**src/rtl/cit_defines.svh**
```systemverilog
// cycle counts and field positions for the interlock and timing block
`ifndef CIT_DEFINES_SVH
`define CIT_DEFINES_SVH
`define CIT_DP_CYC        4'h1
`define CIT_DP_REGSH_CYC  4'h2
`define CIT_LD_CYC        4'h1
`define CIT_LD_USE_CYC    4'h2
`define CIT_LD_ROT_CYC    4'h3
`define CIT_LD_PC_CYC     4'h5
`define CIT_LDM1_CYC      4'h2
`define CIT_LDM_PC_EXTRA  4'h4
`define CIT_SWP_CYC       4'h2
`define CIT_SWP_USE_CYC   4'h3
`define CIT_BR_CYC        4'h3
`define CIT_MUL_BASE      4'h2
`define CIT_MULL_BASE     4'h3
`define CIT_MRC_USE_EXTRA 4'h1
`define CIT_MULREG_HI     11
`define CIT_MULREG_LO     8
`define CIT_MULREG_C_HI   2
`define CIT_MULREG_C_LO   0
`endif

```
**src/rtl/cit_pkg.sv**
```systemverilog
// types for the core interlock and cycle timing block
package cit_pkg;
	// instruction class seen in decode
	typedef enum logic [3:0] {
		CIT_DATA_OP        = 4'h0,
		CIT_SINGLE_LOAD    = 4'h1,
		CIT_SINGLE_STORE   = 4'h2,
		CIT_MULTI_LOAD     = 4'h3,
		CIT_MULTI_STORE    = 4'h4,
		CIT_ATOMIC_SWAP    = 4'h5,
		CIT_BRANCH_OPS     = 4'h6,
		CIT_SOFTWARE_TRAP  = 4'h7,
		CIT_COPROC_DATA_OP = 4'h8,
		CIT_COPROC_LDST    = 4'h9,
		CIT_CORE_TO_COPROC = 4'hA,
		CIT_COPROC_TO_CORE = 4'hB,
		CIT_SHORT_MULTIPLY = 4'hC,
		CIT_SIGNED_LONG    = 4'hD,
		CIT_UNSIGNED_LONG  = 4'hE
	} cit_class_t;

	// data side cycle kind
	typedef enum logic [1:0] {
		CIT_CYC_I = 2'h0,
		CIT_CYC_N = 2'h1,
		CIT_CYC_S = 2'h2,
		CIT_CYC_C = 2'h3
	} cit_cyc_t;

	// decoded instruction presented by decode
	typedef struct packed {
		cit_class_t  op;
		logic        reg_shift;   // shift amount from a register
		logic        narrow;      // byte, halfword or unaligned word
		logic        dest_pc;     // writes the program counter
		logic        compressed;  // compressed encoding
		logic [31:0] instr;       // raw instruction word
		logic [15:0] reg_list;    // multiple transfer register list
		logic [3:0]  dest_reg;    // load, swap or coprocessor-to-core destination
		logic [4:0]  words;       // coprocessor transfer word count
		logic [3:0]  busy;        // coprocessor busy-wait cycles
	} cit_instr_t;

	// registers read by the following instruction
	typedef struct packed {
		logic        valid;
		logic [15:0] src_mask;
	} cit_next_t;

	// timing state shown to execute and memory
	typedef struct packed {
		logic       ex_bubble;
		logic       mem_req;
		cit_cyc_t   mem_kind;
		logic [3:0] xfer_reg;
	} cit_exec_t;
endpackage : cit_pkg

```
**src/rtl/cit_core_timing.sv**
```systemverilog
// issue timing and interlock control for a five-stage integer core
`timescale 1ns/1ns
`include "cit_defines.svh"
module cit_core_timing #(
	parameter int REG_COUNT = 16
) (
	// clock and reset
	input  wire logic              sys_clk,
	input  wire logic              srst,
	// decode stage
	input  wire logic              dec_valid,
	input  wire cit_pkg::cit_instr_t dec_instr,
	input  wire cit_pkg::cit_next_t  dec_next,
	input  wire logic [31:0]       mul_operand,
	// memory side status
	input  wire logic              mem_wait,
	// control outputs
	output logic                   dec_accept,
	output logic                   fetch_en,
	output logic                   interlock,
	output cit_pkg::cit_exec_t     exec_ctl,
	output logic [3:0]             mul_reg_sel,
	output logic [7:0]             instr_cycles
);
	import cit_pkg::*;

	initial begin
		if (REG_COUNT != 16) begin
			$error("cit_core_timing: REG_COUNT must be 16");
		end
	end

	//--------------------------------------------------------------
	// state machine
	//--------------------------------------------------------------
	typedef enum logic [1:0] {
		CIT_IDLE = 2'b00,
		CIT_BUSY = 2'b01,
		CIT_LOCK = 2'b11
	} cit_state_t;

	cit_state_t  state;
	logic [7:0]  remain;      // cycles still owed by the issuing instr
	logic [7:0]  lock_left;   // interlock cycles still owed
	logic [15:0] xfer_list;   // registers still to transfer
	logic        xfer_store;
	logic        xfer_first;

	// lowest set bit in a register list
	function automatic logic [3:0] cit_lowest(input logic [15:0] l);
		logic [3:0] r;
		r = 4'h0;
		for (int i = 15; i >= 0; i--) begin
			if (l[i]) begin
				r = i[3:0];
			end
		end
		return r;
	endfunction : cit_lowest

	// highest set bit in a register list
	function automatic logic [3:0] cit_highest(input logic [15:0] l);
		logic [3:0] r;
		r = 4'h0;
		for (int i = 0; i < 16; i++) begin
			if (l[i]) begin
				r = i[3:0];
			end
		end
		return r;
	endfunction : cit_highest

	// population count of a register list
	function automatic logic [4:0] cit_count(input logic [15:0] l);
		logic [4:0] c;
		c = 5'h0;
		for (int i = 0; i < 16; i++) begin
			c = c + {4'h0, l[i]};
		end
		return c;
	endfunction : cit_count

	//--------------------------------------------------------------
	// multiply early termination
	//--------------------------------------------------------------
	logic [3:0] next_mul_m;
	logic       sgn_mode;

	// operand register select from the instruction encoding
	always_comb begin
		if (dec_instr.compressed) begin
			mul_reg_sel = {1'b0, dec_instr.instr[`CIT_MULREG_C_HI:
				`CIT_MULREG_C_LO]};
		end else begin
			mul_reg_sel = dec_instr.instr[`CIT_MULREG_HI:
				`CIT_MULREG_LO];
		end
	end

	// m from how many upper bytes are pure sign or zero; only zero bytes count for unsigned long
	always_comb begin
		sgn_mode = (dec_instr.op != CIT_UNSIGNED_LONG);
		if (sgn_mode) begin
			if (&mul_operand[31:8] || ~|mul_operand[31:8]) begin
				next_mul_m = 4'h1;
			end else if (&mul_operand[31:16] || ~|mul_operand[31:16]) begin
				next_mul_m = 4'h2;
			end else if (&mul_operand[31:24] || ~|mul_operand[31:24]) begin
				next_mul_m = 4'h3;
			end else begin
				next_mul_m = 4'h4;
			end
		end else begin
			if (~|mul_operand[31:8]) begin
				next_mul_m = 4'h1;
			end else if (~|mul_operand[31:16]) begin
				next_mul_m = 4'h2;
			end else if (~|mul_operand[31:24]) begin
				next_mul_m = 4'h3;
			end else begin
				next_mul_m = 4'h4;
			end
		end
	end

	//--------------------------------------------------------------
	// cycle count and interlock length for the decoded instruction
	//--------------------------------------------------------------
	logic [7:0] next_cycles;
	logic [7:0] next_lock;
	logic [4:0] list_n;
	logic       uses_dest;
	logic       uses_last;
	logic [3:0] last_reg;

	always_comb begin
		list_n    = cit_count(dec_instr.reg_list);
		last_reg  = cit_highest(dec_instr.reg_list);
		uses_dest = dec_next.valid && dec_next.src_mask[dec_instr.dest_reg];
		uses_last = dec_next.valid && dec_next.src_mask[last_reg];
		next_lock = 8'h0;
		case (dec_instr.op)
			CIT_DATA_OP: begin
				next_cycles = dec_instr.reg_shift ? 8'(`CIT_DP_REGSH_CYC)
					: 8'(`CIT_DP_CYC);
			end
			CIT_SINGLE_LOAD: begin
				if (dec_instr.dest_pc) begin
					next_cycles = 8'(`CIT_LD_PC_CYC);
				end else if (uses_dest && dec_instr.narrow) begin
					next_cycles = 8'(`CIT_LD_ROT_CYC);
					next_lock   = 8'(`CIT_LD_ROT_CYC - `CIT_LD_CYC);
				end else if (uses_dest) begin
					next_cycles = 8'(`CIT_LD_USE_CYC);
					next_lock   = 8'(`CIT_LD_USE_CYC - `CIT_LD_CYC);
				end else begin
					next_cycles = 8'(`CIT_LD_CYC);
				end
			end
			CIT_SINGLE_STORE: begin
				next_cycles = 8'(`CIT_LD_CYC);
			end
			CIT_MULTI_LOAD: begin
				if (dec_instr.reg_list[15]) begin
					next_cycles = 8'(list_n) + 8'(`CIT_LDM_PC_EXTRA);
				end else if (list_n == 5'h1) begin
					next_cycles = 8'(`CIT_LDM1_CYC);
				end else begin
					next_cycles = 8'(list_n);
				end
				// issue waits for the final fetch, one more if last used
				if (uses_last && !dec_instr.reg_list[15]) begin
					next_cycles = next_cycles + 8'h1;
					next_lock   = 8'h1;
				end
			end
			CIT_MULTI_STORE: begin
				next_cycles = (list_n > 5'h1) ? 8'(list_n)
					: 8'(`CIT_LDM1_CYC);
			end
			CIT_ATOMIC_SWAP: begin
				if (uses_dest && dec_instr.narrow) begin
					next_cycles = 8'(`CIT_SWP_USE_CYC);
					next_lock   = 8'h1;
				end else begin
					next_cycles = 8'(`CIT_SWP_CYC);
				end
			end
			CIT_BRANCH_OPS, CIT_SOFTWARE_TRAP: begin
				next_cycles = 8'(`CIT_BR_CYC);
			end
			CIT_COPROC_DATA_OP, CIT_CORE_TO_COPROC: begin
				next_cycles = 8'(dec_instr.busy) + 8'h1;
			end
			CIT_COPROC_LDST: begin
				next_cycles = 8'(dec_instr.busy) + 8'(dec_instr.words);
			end
			CIT_COPROC_TO_CORE: begin
				next_cycles = 8'(dec_instr.busy) + 8'h1;
				if (uses_dest) begin
					next_cycles = next_cycles + 8'(`CIT_MRC_USE_EXTRA);
					next_lock   = 8'(`CIT_MRC_USE_EXTRA);
				end
			end
			CIT_SHORT_MULTIPLY: begin
				next_cycles = 8'(`CIT_MUL_BASE) + 8'(next_mul_m);
			end
			CIT_SIGNED_LONG, CIT_UNSIGNED_LONG: begin
				next_cycles = 8'(`CIT_MULL_BASE) + 8'(next_mul_m);
			end
			default: begin
				next_cycles = 8'(`CIT_DP_CYC);
			end
		endcase
	end

	//--------------------------------------------------------------
	// sequencing
	//--------------------------------------------------------------
	logic issue;
	assign issue = (state == CIT_IDLE) && dec_valid && !mem_wait;

	// next state: the owed lock cycles are the last busy cycles, so the
	// registered interlock flag stands for exactly that many cycles
	cit_state_t next_state;
	logic [7:0] next_remain;

	always_comb begin
		next_state  = state;
		next_remain = remain;
		if (!mem_wait) begin
			case (state)
				CIT_IDLE: begin
					if (issue && (next_cycles > 8'h1)) begin
						next_remain = next_cycles - 8'h1;
						next_state  = (next_lock != 8'h0 &&
							next_remain <= next_lock) ? CIT_LOCK : CIT_BUSY;
					end
				end
				CIT_BUSY, CIT_LOCK: begin
					next_remain = remain - 8'h1;
					if (remain == 8'h1) begin
						next_state = CIT_IDLE;
					end else if (lock_left != 8'h0 &&
						next_remain <= lock_left) begin
						next_state = CIT_LOCK;
					end else begin
						next_state = CIT_BUSY;
					end
				end
				default: begin
					next_state  = CIT_IDLE;
					next_remain = 8'h0;
				end
			endcase
		end
	end

	// main state and counters; memory wait freezes everything
	always_ff @(posedge sys_clk) begin
		if (srst) begin
			state     <= CIT_IDLE;
			remain    <= 8'h0;
			lock_left <= 8'h0;
		end else begin
			state  <= next_state;
			remain <= next_remain;
			if (issue) begin
				lock_left <= next_lock;
			end else if (next_state == CIT_IDLE) begin
				lock_left <= 8'h0;
			end
		end
	end

	// multiple transfer list walk, lowest register first
	always_ff @(posedge sys_clk) begin
		if (srst) begin
			xfer_list  <= 16'h0;
			xfer_store <= 1'b0;
			xfer_first <= 1'b0;
		end else if (!mem_wait) begin
			if (issue && (dec_instr.op == CIT_MULTI_LOAD ||
				dec_instr.op == CIT_MULTI_STORE)) begin
				xfer_list  <= dec_instr.reg_list;
				xfer_store <= (dec_instr.op == CIT_MULTI_STORE);
				xfer_first <= 1'b1;
			end else if (xfer_list != 16'h0) begin
				xfer_list[cit_lowest(xfer_list)] <= 1'b0;
				xfer_first <= 1'b0;
			end
		end
	end

	//--------------------------------------------------------------
	// registered outputs
	//--------------------------------------------------------------
	logic next_hold;
	assign next_hold = mem_wait || (issue && next_cycles > 8'h1) ||
		(state != CIT_IDLE && remain > 8'h1);

	always_ff @(posedge sys_clk) begin
		if (srst) begin
			dec_accept   <= 1'b0;
			fetch_en     <= 1'b0;
			interlock    <= 1'b0;
			exec_ctl     <= '0;
			instr_cycles <= 8'h0;
		end else begin
			dec_accept <= issue && !next_hold;
			interlock  <= (next_state == CIT_LOCK);
			fetch_en   <= !mem_wait && (next_state != CIT_LOCK);
			exec_ctl.ex_bubble <= (next_state == CIT_LOCK) ||
				mem_wait;
			exec_ctl.mem_req   <= (xfer_list != 16'h0) && !mem_wait;
			exec_ctl.mem_kind  <= (xfer_list == 16'h0) ? CIT_CYC_I :
				(xfer_first ? CIT_CYC_N : CIT_CYC_S);
			exec_ctl.xfer_reg  <= cit_lowest(xfer_list);
			if (issue) begin
				instr_cycles <= next_cycles;
			end
		end
	end
endmodule : cit_core_timing

```
**config.mk**
```make
export PLATFORM = sky130hd
export DESIGN_NAME = cit_core_timing
export DESIGN_NICKNAME = d
export VERILOG_FILES = /design/src/rtl/cit_pkg.sv /design/src/rtl/cit_core_timing.sv
export VERILOG_INCLUDE_DIRS = /design/src /design/src/rtl
export SDC_FILE = /design/constraint.sdc
export NUM_CORES = 1
export LEC_CHECK = 0
export ABC_CLOCK_PERIOD_IN_PS = 15000
export CORE_MARGIN = 8
export CORE_UTILIZATION = 55
export DETAILED_ROUTE_END_ITERATION = 10
export DONT_BUFFER_PORTS = 1
export GPL_ROUTABILITY_DRIVEN = 0
export HOLD_SLACK_MARGIN = 0.06
export PLACE_DENSITY = 0.7
export SLEW_MARGIN = 20
export SYNTH_ARGS = -nofsm -noshare
export SYNTH_HDL_FRONTEND = slang
export SYNTH_SLANG_ARGS = --single-unit
```
**constraint.sdc**
```tcl
create_clock -name sys_clk -period 15 [get_ports sys_clk]
set_input_delay 2.25 -clock sys_clk [delete_from_list [all_inputs] [get_ports sys_clk]]
set_output_delay 2.25 -clock sys_clk [all_outputs]
set_load 0.005 [all_outputs]
```
==> metrics <==
max-cap violations 0; Reg clk slew, reported paths 0.09 ns; Post-Syn Area 4850 sq um; core area 8640 sq um; drt drc 0; Total Power 499 uW; cell area power density 101 nW/um^2; Pins Over Slew Limit 0; via/cell ratio 6.48; CTS resizes 0; Post-Route Setup TNS 0 ns; routed length per instance 17.9 microns; Seq cells post-synth 47; syn_nets 802; setup violators final 0; Max-slew headroom between 30 and 40%; ys async rst share 0%; Starting Density 56.2%; Primary FF master, synth dfxtp_1; DIE WIDTH around 110 microns; yosys warns 0; total routed wirelength 13.1 mm; highest-count cells in the layout ignoring fill and taps nand2_1, nor2_1, a21oi_1, dfxtp_1, inv_1; gr usage total 21.0%; Area Overhead vs Synth 1.93%; commonest non-fill, non-tap cell in the layout nand2_1; Arr. time, crit path 9.43 ns; Yosys top cell area share ~19%; first-pass GRT wire length 21.1 mm; placed insts 724; crit path time final 9.22 ns; Yosys top cell by area dfxtp_1; CTS tree yes; initial antenna violation count 0; DRT iter0 DRCs 323; Final Instance Count excl. Fillers approximately 730; Final nets 782; TritonCTS Buffers 5; Max Clk Rate 108 MHz; WS Path Type primary input to register; Max clock buf depth 2; vias in the first global route 4548; Die H 110 microns; CP peak stage delay 0.53 ns; Final period util 61.5%; Crit. End Element register; status finished, final reports clean; worst skew pair latency roughly 0.31 ns; H-Tree Depth 2; critical path data required time around 15 ns; Vias around 4700; Slew @ Worst Pin 0.951 ns; Root Driver clkbuf_8; skew final 0.00396 ns; Hold/Removal Path Class register to register; number of synthesized flops with an enable pin 0; # clock sinks 47; sequential area share after synthesis 19.4%; total die area 12100 sq um; 1st-pass router iterations 5; Pleak 1.85 nW; RSZ-0062 raised after global routing no; CP startpoint kind primary input; worst vdd ir between 50 and 60 uV; # port buffers 0; GRT overflow 0; Top Ports around 150; Yosys cell types 83; Synth Instances 643; Routed Antenna Nets 0; setup bufs post-CTS 0; hpwl dp between 10 and 15 mm; Final Hold Fails 0; ANT cells 0; CP max FO 6; CTS Hold Buffers Added 0; synth top area cells dfxtp_1, ha_1, a21oi_1; largest net degree at the start of global routing 47; Rows 34; proportion of layout cells with a drive suffix above 1 5.61%; Synth Area per Inst around 7.5 sq um; slowest CP cell fa_1
## critical path, delay by kind of cell
kind                     cells  cell delay, ns
AO/OA/AOI/OAI                9            2.19
XOR/XNOR                     1            0.47
adder cells (fa/ha/maj)      9            3.33
buffers and inverters        5            0.34
AND/OR/NAND/NOR              7            0.82
## power by group
part | internal (mW) | switching (mW) | total [mW] | leakage (nW)
combinational | 0.116 | 0.166 | 0.282 | 1.42
sequential | 0.132 | 0.00896 | 0.141 | 0.381
clock | 0.0326 | 0.0440 | 0.0767 | 0.0412
## cell usage after synthesis, types with 4 or more instances
| cell type | n |
|---|---|
| mux2_2 | 5 |
| a31oi_1 | 9 |
| and2_1 | 6 |
| nor2b_1 | 24 |
| nor4_1 | 15 |
| nand2_1 | 63 |
| and3_1 | 5 |
| nand2b_1 | 13 |
| o22ai_1 | 4 |
| or3_1 | 4 |
| xor2_1 | 8 |
| o311ai_0 | 6 |
| or4_1 | 4 |
| nor2_1 | 57 |
| nand3_1 | 26 |
| inv_1 | 38 |
| a21o_1 | 6 |
| o21bai_1 | 6 |
| o21ai_0 | 17 |
| nor3_1 | 23 |
| ha_1 | 26 |
| o211ai_1 | 14 |
| xnor2_1 | 10 |
| dfxtp_1 | 47 |
| clkbuf_1 | 23 |
| a21oi_1 | 49 |
| nor3b_1 | 4 |
| fa_1 | 11 |
| a22oi_1 | 5 |
| a211oi_1 | 10 |
| o31ai_1 | 5 |
| nand4_1 | 10 |
| mux2i_1 | 17 |
## final cells by class
type                       instances  area [sq um]
inverter                          38           143
fill                             855          3690
timing repair buffer               2          15.0
sequential                        47           941
clock inverter                     2          12.5
tap                              108           135
clock buffer                       6          72.6
multi-input combinational        529          3630
## metrics by stage
stage	hold WS [ns]	area, sq um	utilization (%)	setup WS (ns)
3_5_place_dp	0.433	4860	56.3	5.54
6_report	0.449	4950	57.3	5.78
5_1_grt	0.472	4950	57.3	5.31
2_1_floorplan	0.406	4850	-	6.30
4_1_cts	0.446	4950	57.3	5.79
3_3_place_gp	0.422	4860	56.3	5.59
## worst paths after layout
| check | start | to | slack, ns | cells past startpoint |
|---|---|---|---|---|
| setup / recovery | dec_instr[13] | interlock | 5.78 | 31 |
| hold / removal | xfer_first | exec_ctl[5] | 0.45 | 1 |
| hold reg to reg | xfer_first | exec_ctl[5] | 0.45 | 1 |
| setup reg to reg | state[0] | interlock | 11.74 | 8 |
## layer usage
| layer | wire, microns | GRT usage (%) | up-vias |
|---|---|---|---|
| li1 | - | - | 2322 |
| met1 | 5530 | 26.0 | 2246 |
| met2 | 6420 | 36.0 | 158 |
| met3 | 947 | 4.57 | 18 |
| met4 | 176 | 5.59 | 0 |
| met5 | 0 | 0 | - |
## cell families (layout without fill, tap and decap cells)
family	count (synthesis)	count (layout)	synth area share, %
AND/OR/NAND/NOR	274	274	29.1
AO/OA/AOI/OAI	176	176	26.0
adder cells (fa/ha/maj)	37	37	11.2
buffers and inverters	67	48	5.85
flip-flops	47	47	19.4
multiplexers	23	23	5.13
XOR/XNOR	18	18	3.25
other	1	1	0.0773
## sequential cells by signal (all words and copies together) (netlist names)
| name | flops |
|---|---|
| instr_cycles | 7 |
| remain | 8 |
| xfer_list | 16 |
| dec_accept | 1 |
| xfer_first | 1 |
| exec_ctl | 8 |
| state | 2 |
| lock_left | 2 |
| interlock | 1 |
| fetch_en | 1 |
No activity file was read; power rests on OpenSTA's default activity.
